## src/fcms_pkg.sv

```systemverilog
// constants and types for the fail-safe clock monitor and oscillator control
// ****************************************
// ****************************************
package fcms_pkg;

  localparam logic [7:0] ADDR_OSC_CTRL = 8'h00;
  localparam logic [7:0] ADDR_FAIL_STAT = 8'h04;

  localparam int CTRL_PLL_BIT = 7;
  localparam int CTRL_IRCF_LSB = 3;
  localparam int CTRL_SCS_LSB = 0;
  localparam logic       PLL_RST = 1'b0;
  localparam logic [3:0] IRCF_RST = 4'h7;
  localparam logic [1:0] SCS_RST = 2'h0;
  localparam logic [1:0] SCS_CFG = 2'h0;
  localparam logic [1:0] SCS_T1 = 2'h1;
  localparam logic [2:0] IRCF_LF_TOP = 3'h0;
  localparam logic [3:0] IRCF_1M = 4'hb;
  localparam logic [3:0] IRCF_8M = 4'he;

  localparam int STAT_FLAG = 0;
  localparam int STAT_IE = 1;
  localparam int STAT_FAIL = 2;
  localparam int STAT_OSTS = 3;
  localparam int STAT_EXT = 4;

  localparam int LF_DIV = 64;
  localparam int OST_CYCLES = 1024;

  localparam logic [2:0] MODE_LP = 3'h0;
  localparam logic [2:0] MODE_XT = 3'h1;
  localparam logic [2:0] MODE_HS = 3'h2;
  localparam logic [2:0] MODE_RC = 3'h3;
  localparam logic [2:0] MODE_INT = 3'h4;

  localparam logic [1:0] RESP_OKAY = 2'h0;
  localparam logic [1:0] RESP_SLVERR = 2'h2;

  typedef enum logic [1:0] {SRC_OFF, SRC_EXT, SRC_INT, SRC_T1} fcms_src_t;

  typedef struct packed {
    logic       two_speed;
    logic       monitor_en;
    logic       pll_en;
    logic [2:0] osc_mode;
  } fcms_cfg_t;

  typedef struct packed {
    logic t1osc;
    logic internal_osc_block;
    logic lfint;
    logic ext;
  } fcms_pins_t;

endpackage

```

## src/fcms_top.sv

```systemverilog
// fail-safe clock monitor, glitch-free clock select and register slave
//
// Implementation choices: the AXI4-Lite slave port and the register addresses.
`timescale 1ns/1ps
`default_nettype none
module fcms_top
  import fcms_pkg::*;
#(
  parameter int AW      = 8,
  parameter int DIV     = LF_DIV,
  parameter int OST_LEN = OST_CYCLES
) (
  input  wire logic          aclk,
  input  wire logic          aresetn,
  input  wire logic [AW-1:0] awaddr,
  input  wire logic          awvalid,
  output var  logic          awready,
  input  wire logic [31:0]   wdata,
  input  wire logic [3:0]    wstrb,
  input  wire logic          wvalid,
  output var  logic          wready,
  output var  logic [1:0]    bresp,
  output var  logic          bvalid,
  input  wire logic          bready,
  input  wire logic [AW-1:0] araddr,
  input  wire logic          arvalid,
  output var  logic          arready,
  output var  logic [31:0]   rdata,
  output var  logic [1:0]    rresp,
  output var  logic          rvalid,
  input  wire logic          rready,
  input  wire fcms_pins_t    pins,
  input  wire fcms_cfg_t     cfg,
  input  wire logic          sleep_enter,
  input  wire logic          wake_event,
  output var  logic          sys_clk,
  output var  fcms_src_t     sys_src,
  output var  logic [3:0]    int_freq_select,
  output var  logic          pll_on,
  output var  logic          hf_pll_boost,
  output var  logic          osc_fail_flag,
  output var  logic          osc_fail_irq,
  output var  logic          failsafe_active,
  output var  logic          startup_done
);

  localparam int HALF = DIV / 2;
  localparam int DW = $clog2(HALF);
  localparam int OW = $clog2(OST_LEN);
  localparam logic [DW-1:0] DIV_LAST = DW'(HALF - 1);
  localparam logic [OW-1:0] OST_LAST = OW'(OST_LEN - 1);

  generate
    if (AW < 8 || DIV < 4 || DIV % 2 != 0 || OST_LEN < 2) begin : g_chk
      $error("fcms_top: unsupported parameter value");
    end
  endgenerate

  // ****************************************
  // pin synchronisers
  // ****************************************
  logic [3:0] sync1;
  logic [3:0] sync2;
  logic [3:0] prev;

  always_ff @(posedge aclk) begin
    if (!aresetn) begin
      sync1 <= 4'h0;
      sync2 <= 4'h0;
      prev  <= 4'h0;
    end else begin
      sync1 <= pins;
      sync2 <= sync1;
      prev  <= sync2;
    end
  end

  logic ext_fall;
  logic lf_rise;
  assign ext_fall = prev[0] & ~sync2[0];
  assign lf_rise = ~prev[1] & sync2[1];

  // ****************************************
  // register slave
  // ****************************************
  logic       soft_pll;
  logic [3:0] ircf;
  logic [1:0] scs;
  logic       scs_chg;
  logic       irq_en;
  logic       wr_ctrl;
  logic       wr_stat;
  logic       aw_hit;
  logic       ar_hit;
  fcms_src_t  cur_src;
  logic       fail_active;
  logic       ost_done;

  assign aw_hit = (awaddr[7:0] == ADDR_OSC_CTRL) || (awaddr[7:0] == ADDR_FAIL_STAT);
  assign ar_hit = (araddr[7:0] == ADDR_OSC_CTRL) || (araddr[7:0] == ADDR_FAIL_STAT);
  assign wr_ctrl = awready && (awaddr[7:0] == ADDR_OSC_CTRL) && wstrb[0];
  assign wr_stat = awready && (awaddr[7:0] == ADDR_FAIL_STAT) && wstrb[0];

  // address and data are taken together, one write at a time
  always_ff @(posedge aclk) begin
    if (!aresetn) begin
      awready <= 1'b0;
      wready  <= 1'b0;
      bvalid  <= 1'b0;
      bresp   <= RESP_OKAY;
    end else begin
      awready <= 1'b0;
      wready  <= 1'b0;
      if (awvalid && wvalid && !awready && !bvalid) begin
        awready <= 1'b1;
        wready  <= 1'b1;
      end
      if (awready) begin
        bvalid <= 1'b1;
        bresp  <= aw_hit ? RESP_OKAY : RESP_SLVERR;
      end else if (bvalid && bready) begin
        bvalid <= 1'b0;
      end
    end
  end

  always_ff @(posedge aclk) begin
    if (!aresetn) begin
      arready <= 1'b0;
      rvalid  <= 1'b0;
      rdata   <= 32'h0;
      rresp   <= RESP_OKAY;
    end else begin
      arready <= 1'b0;
      if (arvalid && !arready && !rvalid) begin
        arready <= 1'b1;
      end
      if (arready) begin
        rvalid <= 1'b1;
        rresp  <= ar_hit ? RESP_OKAY : RESP_SLVERR;
        if (araddr[7:0] == ADDR_OSC_CTRL) begin
          rdata <= {24'h0, soft_pll, ircf, 1'b0, scs};
        end else if (araddr[7:0] == ADDR_FAIL_STAT) begin
          rdata <= {27'h0, cur_src == SRC_EXT, ost_done, fail_active,
                    irq_en, osc_fail_flag};
        end else begin
          rdata <= 32'h0;
        end
      end else if (rvalid && rready) begin
        rvalid <= 1'b0;
      end
    end
  end

  always_ff @(posedge aclk) begin
    if (!aresetn) begin
      soft_pll <= PLL_RST;
      ircf     <= IRCF_RST;
      scs      <= SCS_RST;
      scs_chg  <= 1'b0;
    end else begin
      scs_chg <= 1'b0;
      if (wr_ctrl) begin
        soft_pll <= wdata[CTRL_PLL_BIT];
        ircf     <= wdata[CTRL_IRCF_LSB +: 4];
        scs      <= wdata[CTRL_SCS_LSB +: 2];
        scs_chg  <= wdata[CTRL_SCS_LSB +: 2] != scs;
      end
    end
  end

  always_ff @(posedge aclk) begin
    if (!aresetn) begin
      irq_en <= 1'b0;
    end else if (wr_stat) begin
      irq_en <= wdata[STAT_IE];
    end
  end

  always_ff @(posedge aclk) begin
    if (!aresetn) begin
      pll_on          <= 1'b0;
      hf_pll_boost    <= 1'b0;
      int_freq_select <= IRCF_RST;
    end else begin
      pll_on          <= cfg.pll_en | soft_pll;
      hf_pll_boost    <= (cfg.pll_en | soft_pll) && (ircf == IRCF_8M);
      int_freq_select <= ircf;
    end
  end

  // ****************************************
  // sleep and start-up timer
  // ****************************************
  logic          asleep;
  logic [OW-1:0] ost_cnt;
  logic          ost_skip;

  always_ff @(posedge aclk) begin
    if (!aresetn) begin
      asleep <= 1'b0;
    end else if (sleep_enter) begin
      asleep <= 1'b1;
    end else if (wake_event) begin
      asleep <= 1'b0;
    end
  end

  // no timer for internal oscillator or rc modes
  assign ost_skip = !(cfg.osc_mode == MODE_LP || cfg.osc_mode == MODE_XT ||
                      cfg.osc_mode == MODE_HS);

  always_ff @(posedge aclk) begin
    if (!aresetn || sleep_enter || wake_event || scs_chg) begin
      ost_cnt  <= '0;
      ost_done <= 1'b0;
    end else if (!ost_done && !asleep) begin
      if (ost_skip) begin
        ost_done <= 1'b1;
      end else if (ext_fall) begin
        if (ost_cnt == OST_LAST) begin
          ost_done <= 1'b1;
        end else begin
          ost_cnt <= ost_cnt + 1'b1;
        end
      end
    end
  end

  // ****************************************
  // sample clock and fail detector
  // ****************************************
  logic [DW-1:0] div_cnt;
  logic          samp;
  logic          samp_rise;
  logic          samp_fall;
  logic          fail_latch;
  logic          mon_active;
  logic          fail_det;

  assign samp_rise = lf_rise && (div_cnt == DIV_LAST) && !samp;
  assign samp_fall = lf_rise && (div_cnt == DIV_LAST) && samp;

  always_ff @(posedge aclk) begin
    if (!aresetn) begin
      div_cnt <= '0;
      samp    <= 1'b0;
    end else if (lf_rise) begin
      if (div_cnt == DIV_LAST) begin
        div_cnt <= '0;
        samp    <= ~samp;
      end else begin
        div_cnt <= div_cnt + 1'b1;
      end
    end
  end

  always_ff @(posedge aclk) begin
    if (!aresetn) begin
      fail_latch <= 1'b0;
    end else if (ext_fall) begin
      fail_latch <= 1'b1;
    end else if (samp_rise) begin
      fail_latch <= 1'b0;
    end
  end

  // watch only a settled external clock
  assign mon_active = cfg.monitor_en && ost_done && !asleep &&
                      (cur_src == SRC_EXT) && !fail_active;
  // high half elapsed with no falling edge
  assign fail_det = mon_active && samp_fall && !fail_latch && !ext_fall;

  always_ff @(posedge aclk) begin
    if (!aresetn) begin
      fail_active <= 1'b0;
    end else if (fail_det) begin
      fail_active <= 1'b1;
    end else if (sleep_enter || scs_chg) begin
      fail_active <= 1'b0;
    end
  end

  // flag clear only after fail-safe ends
  always_ff @(posedge aclk) begin
    if (!aresetn) begin
      osc_fail_flag <= 1'b0;
    end else if (fail_det) begin
      osc_fail_flag <= 1'b1;
    end else if (wr_stat && wdata[STAT_FLAG] && !fail_active) begin
      osc_fail_flag <= 1'b0;
    end
  end

  always_ff @(posedge aclk) begin
    if (!aresetn) begin
      osc_fail_irq <= 1'b0;
    end else begin
      osc_fail_irq <= osc_fail_flag && irq_en;
    end
  end

  // ****************************************
  // source choice and glitch-free switch
  // ****************************************
  fcms_src_t target;
  logic      parked;

  always_comb begin
    target = SRC_OFF;
    if (asleep) begin
      target = SRC_OFF;
    end else if (fail_active || scs[1]) begin
      target = SRC_INT;
    end else if (scs == SCS_T1) begin
      target = SRC_T1;
    end else if (cfg.osc_mode == MODE_INT) begin
      target = SRC_INT;
    end else if (ost_done) begin
      target = SRC_EXT;
    end else if (cfg.two_speed || cfg.monitor_en) begin
      target = SRC_INT;
    end
  end

  function automatic logic src_level(input fcms_src_t s, input logic [3:0] lv);
    case (s)
      SRC_EXT: src_level = lv[0];
      SRC_INT: src_level = lv[2];
      SRC_T1:  src_level = lv[3];
      default: src_level = 1'b0;
    endcase
  endfunction

  // park low, then take new source while it is low
  // a dead external clock may sit high, so fail-over parks without waiting
  always_ff @(posedge aclk) begin
    if (!aresetn) begin
      cur_src <= SRC_OFF;
      parked  <= 1'b0;
    end else if (!parked && target != cur_src &&
                 (!src_level(cur_src, sync2) || (fail_active && cur_src == SRC_EXT))) begin
      parked <= 1'b1;
    end else if (parked && !src_level(target, sync2)) begin
      cur_src <= target;
      parked  <= 1'b0;
    end
  end

  // output clock is resampled, so it is only as fine as aclk allows
  always_ff @(posedge aclk) begin
    if (!aresetn) begin
      sys_clk         <= 1'b0;
      sys_src         <= SRC_OFF;
      failsafe_active <= 1'b0;
      startup_done    <= 1'b0;
    end else begin
      sys_clk         <= parked ? 1'b0 : src_level(cur_src, sync2);
      sys_src         <= cur_src;
      failsafe_active <= fail_active;
      startup_done    <= ost_done;
    end
  end

  // ****************************************
  // checks
  // ****************************************
  div_toggle_a: assert property (@(posedge aclk) disable iff (!aresetn)
    lf_rise && div_cnt == DIV_LAST |=> samp != $past(samp))
    else $error("sample clock did not toggle");
  latch_set_a: assert property (@(posedge aclk) disable iff (!aresetn)
    ext_fall |=> fail_latch)
    else $error("fail latch not set");
  latch_clr_a: assert property (@(posedge aclk) disable iff (!aresetn)
    samp_rise && !ext_fall |=> !fail_latch)
    else $error("fail latch not cleared");
  fail_cause_a: assert property (@(posedge aclk) disable iff (!aresetn)
    $rose(fail_active) |-> $past(samp_fall && !fail_latch && cur_src == SRC_EXT))
    else $error("failure without empty half period");
  fail_flag_a: assert property (@(posedge aclk) disable iff (!aresetn)
    fail_det |=> osc_fail_flag && target == SRC_INT)
    else $error("failure not flagged");
  irq_gate_a: assert property (@(posedge aclk) disable iff (!aresetn)
    osc_fail_flag && irq_en |=> osc_fail_irq)
    else $error("interrupt missing");
  flag_hold_a: assert property (@(posedge aclk) disable iff (!aresetn)
    fail_active && osc_fail_flag |=> osc_fail_flag)
    else $error("flag cleared during fail-safe");
  ost_len_a: assert property (@(posedge aclk) disable iff (!aresetn)
    $rose(ost_done) && !ost_skip |-> $past(ost_cnt == OST_LAST && ext_fall))
    else $error("start-up timer too short");
  switch_low_a: assert property (@(posedge aclk) disable iff (!aresetn)
    cur_src != $past(cur_src) |-> !sys_clk && $past(parked))
    else $error("switch while clock high");

endmodule
`default_nettype wire

```

## config.mk

```make
export PLATFORM = sky130hd
export DESIGN_NAME = fcms_top
export DESIGN_NICKNAME = d
export VERILOG_FILES = /design/src/fcms_pkg.sv /design/src/fcms_top.sv
export SDC_FILE = /design/constraint.sdc
export NUM_CORES = 1
export LEC_CHECK = 0
export ABC_AREA = 0
export BUFFER_PORTS_ARGS = -buffer_cell sky130_fd_sc_hd__clkbuf_2
export CORE_UTILIZATION = 52
export CTS_CLUSTER_SIZE = 28
export DETAILED_ROUTE_END_ITERATION = 10
export GPL_TIMING_DRIVEN = 0
export HOLD_SLACK_MARGIN = 0.12
export PLACE_DENSITY_LB_ADDON = 0.05
export SYNTH_ARGS = -nofsm -noshare
export SYNTH_HDL_FRONTEND = slang
export SYNTH_SLANG_ARGS = --single-unit
```

## constraint.sdc

```tcl
create_clock -name aclk -period 5.7 [get_ports aclk]
set_input_delay 1.14 -clock aclk [delete_from_list [all_inputs] [get_ports aclk]]
set_output_delay 1.14 -clock aclk [all_outputs]
set_load 0.1 [all_outputs]
```

==> results.toml <==
[outcome]
status = "completed"

[synth]
ys_seq_area_share_pct = 44.48
synth_flop_cell = "dfxtp_1"
synth_most_common_cell = "dfxtp_1"
ys.warnings.count = 0
synth-seq-cells = 69
netlist_instances = 328
synth_top_area_share_pct = 44.48
yosysTopAreaCell = "dfxtp_1"
syn_area_sq_um = 3105
async_flop_share_pct = 0
yosys-top-cells-count = "69 x dfxtp_1, 27 x buf_4, 22 x nand2_1, 17 x and2_1, 17 x nor2_1"
synthTopCellsByArea = "dfxtp_1 44%, buf_4 6.5%, xnor2_1 3.7%, and2_1 3.4%, a21boi_0 3.4%"
synth_edf_count = 0
ys_types = 48
syn_avg_cell_area_sq_um = 9.468

[timing]
worstMarginPinSlew_ns = 0.6464
maxSlewViolCount = 0
setup_viol = 0
setup_tns_ns = 0
slew_headroom_pct = 56.30
hold_viol = 0
whs_ns = 0.4356
fmax_mhz = 396.6
period_minus_slack_ns = 2.521
post-route-period-util_pct = 44.23
clock_skew_ns = 0.008218
rsz0062_at_grt = "false"

[setup_path]
path_max_fanout = 8
cp-startpoint = "wready$_SDFF_PN0_"
endpoint = "wready"
critical_path_arrival_ns = 1.38
required_ns = 4.56
end_kind = "output pin"
rr_startpoint = "scs[0]$_SDFFE_PN0P_"
critPathMaxStageDelay_ns = 0.45
rr_worst_depth = 5
slowest_stage = "dfxtp_1"
reg2reg_slack_ns = 3.85
start_kind = "flop"
worst_r2r_endpoint = "parked$_SDFFE_PN0P_"
path_cells = "buf_4 > clkbuf_2"
path_class = "reg2out"

[finish]
insertedDiodeCount = 0
drive_gt1_share_pct = 29.16
utilization_pct = 68.91
nNetsFinal = 508
area_growth_pct = 25.18

[cts]
cts_hold_buf = 0
numCtsBuffers = 9
clk_latency_ns = 0.34
cts_root_buf = "clkbuf_8"
cts_resized = 0
cts.path.max_buffers = 2
htree_levels = 3
clkSlewWorstSetupHoldPaths_ns = 0.07
clock_sinks = 69
cts_tree = "yes"
cts_setup_buffers = 0

[power]
powerDensity_nw_per_um2 = 301.4
pwr-share-seq_pct = 42.7
total_power_w = 0.001172
power_leakage_nw = 1.642
switchingPower_w = 0.0003278
combPwrFrac_pct = 16.2
p_int_w = 0.0008438
p_clk_share_pct = 41.1
peakVddDrop_uv = 213.7
p_sw_share_pct = 27.98

[grt]
antenna_found_initial = 0
grt_pass1_vias = 2201
grt_pass1_wl_um = 9756
grtUsageTotal_pct = 20.26
overflow = 0
grt_max_degree = 13

[hold_path]
hold_class = "reg2reg"

[placed_design]
hpwl_um = 4464
gp_congestion = 0.7857
portBuffers = 70

[detailed_routing]
wl_um = 5994
post_drt_wl_per_cell_um = 11.73
wl_met2_um = 2756
drtIter0Drc = 69
viasPerCell = 4.902
wl_met3_um = 383
via_count = 2505
drc_errors = 0
first_pass_iters = 4
top_layer = "met4"
wl_met1_um = 2800
ant_nets = 0

[die]
die_h_um = 79.28
core_sq_um = 5642
initial_core_util_pct = 55.05
die_w_um = 79.28
io_pins = 125
row_count = 27
floorplan.die_area_sq_um = 6285

[run]
cap_violations = 0
registers in the layout (all words and copies together), names as in the netlist, 2 cells and up:
register         count
ost_cnt             10
rdata                8
div_cnt              5
int_freq_select      4
ircf                 4
sync1                4
sync2                4
cur_src              2
prev                 2
scs                  2
sys_src              2
worst min-delay path by stage:
stage	from	to	slack [ns]	cells after the start
5_1_grt	rvalid$_SDFFE_PN0P_	arready$_SDFF_PN0_	0.46	1
3_5_place_dp	sync1[3]$_SDFF_PN0_	sync2[3]$_SDFF_PN0_	0.42	1
6_report	sync1[2]$_SDFF_PN0_	sync2[2]$_SDFF_PN0_	0.44	1
4_1_cts	sync1[2]$_SDFF_PN0_	sync2[2]$_SDFF_PN0_	0.44	1
2_1_floorplan	sync1[0]$_SDFF_PN0_	sync2[0]$_SDFF_PN0_	0.41	1
3_3_place_gp	sync1[3]$_SDFF_PN0_	sync2[3]$_SDFF_PN0_	0.42	1
cells in the final DEF (no fill, tap or decap), types with 2 or more instances in the layout:
cell type / count
nand2b_1: 13
o211a_1: 2
o21a_1: 4
nand2_1: 22
a21oi_1: 8
conb_1: 26
nor3_1: 10
nor3b_1: 2
nand3_1: 16
mux2i_1: 10
bufinv_16: 3
nor4b_1: 2
o21ai_0: 5
o41ai_1: 2
nor4_4: 2
a21boi_0: 14
and3_1: 3
nor2b_1: 14
nor2_1: 17
nor4_1: 2
inv_1: 4
or4_4: 2
dfxtp_1: 69
mux2_2: 6
buf_4: 27
clkbuf_2: 70
ha_1: 3
nand3b_1: 2
xnor2_1: 13
clkbuf_1: 12
and2_1: 17
nand4_1: 6
clkbuf_8: 10
clkinvlp_4: 2
per-stage QoR:
step / std cells / cell area, sq um / worst slack [ns]
6_report: 511 / 3887 / 3.179
5_1_grt: 511 / 3887 / 3.085
4_1_cts: 511 / 3887 / 3.159
3_5_place_dp: 495 / 3640 / 2.839
3_3_place_gp: 495 / 3640 / 2.890
2_1_floorplan: 353 / 3199 / 3.084
power by group through the flow:
stage          registers (W)  clock network, W  logic (W)
5_1_grt             0.000501          0.000513   0.000200
3_3_place_gp        0.000511                 0   0.000188
2_1_floorplan       0.000536                 0   0.000132
6_report            0.000500          0.000481   0.000190
3_5_place_dp        0.000511                 0   0.000190
4_1_cts             0.000500          0.000494   0.000190
final cells by class:
type | count | area, sq um
Fill cell | 465 | 1754
Clock inverter | 6 | 110.1
Clock buffer | 10 | 137.6
Tap cell | 72 | 90.09
Sequential cell | 69 | 1381
Timing Repair Buffer | 70 | 350.3
Multi-Input combinational cell | 240 | 1544
Buffer | 40 | 259.0
Inverter | 4 | 15.01
worst max-delay path, delay by kind of cell, from the launching register on:
kind | cells | cell delay (ns)
buffers and inverters | 2 | 0.59
flip-flops | 1 | 0.45
layer usage:
layer / global-route usage [%] / up-vias
met5: 0 / -
met1: 25.70 / 1122
li1: - / 1293
met3: 6.667 / 4
met4: 6.909 / 0
met2: 32.16 / 86
logic make-up after synthesis:
| kind of cell | after synthesis | synth area share (%) |
|---|---|---|
| adders and majority gates | 3 | 1.209 |
| muxes | 16 | 5.399 |
| and+or+nand+nor | 139 | 26.43 |
| other | 1 | 0.1208 |
| AOI/OAI and AO/OA | 43 | 9.872 |
| DFF | 69 | 44.48 |
| buffers and inverters | 44 | 8.823 |
| xor gates and xnor gates | 13 | 3.666 |
Note: power is estimated with default switching activity, not from simulation.
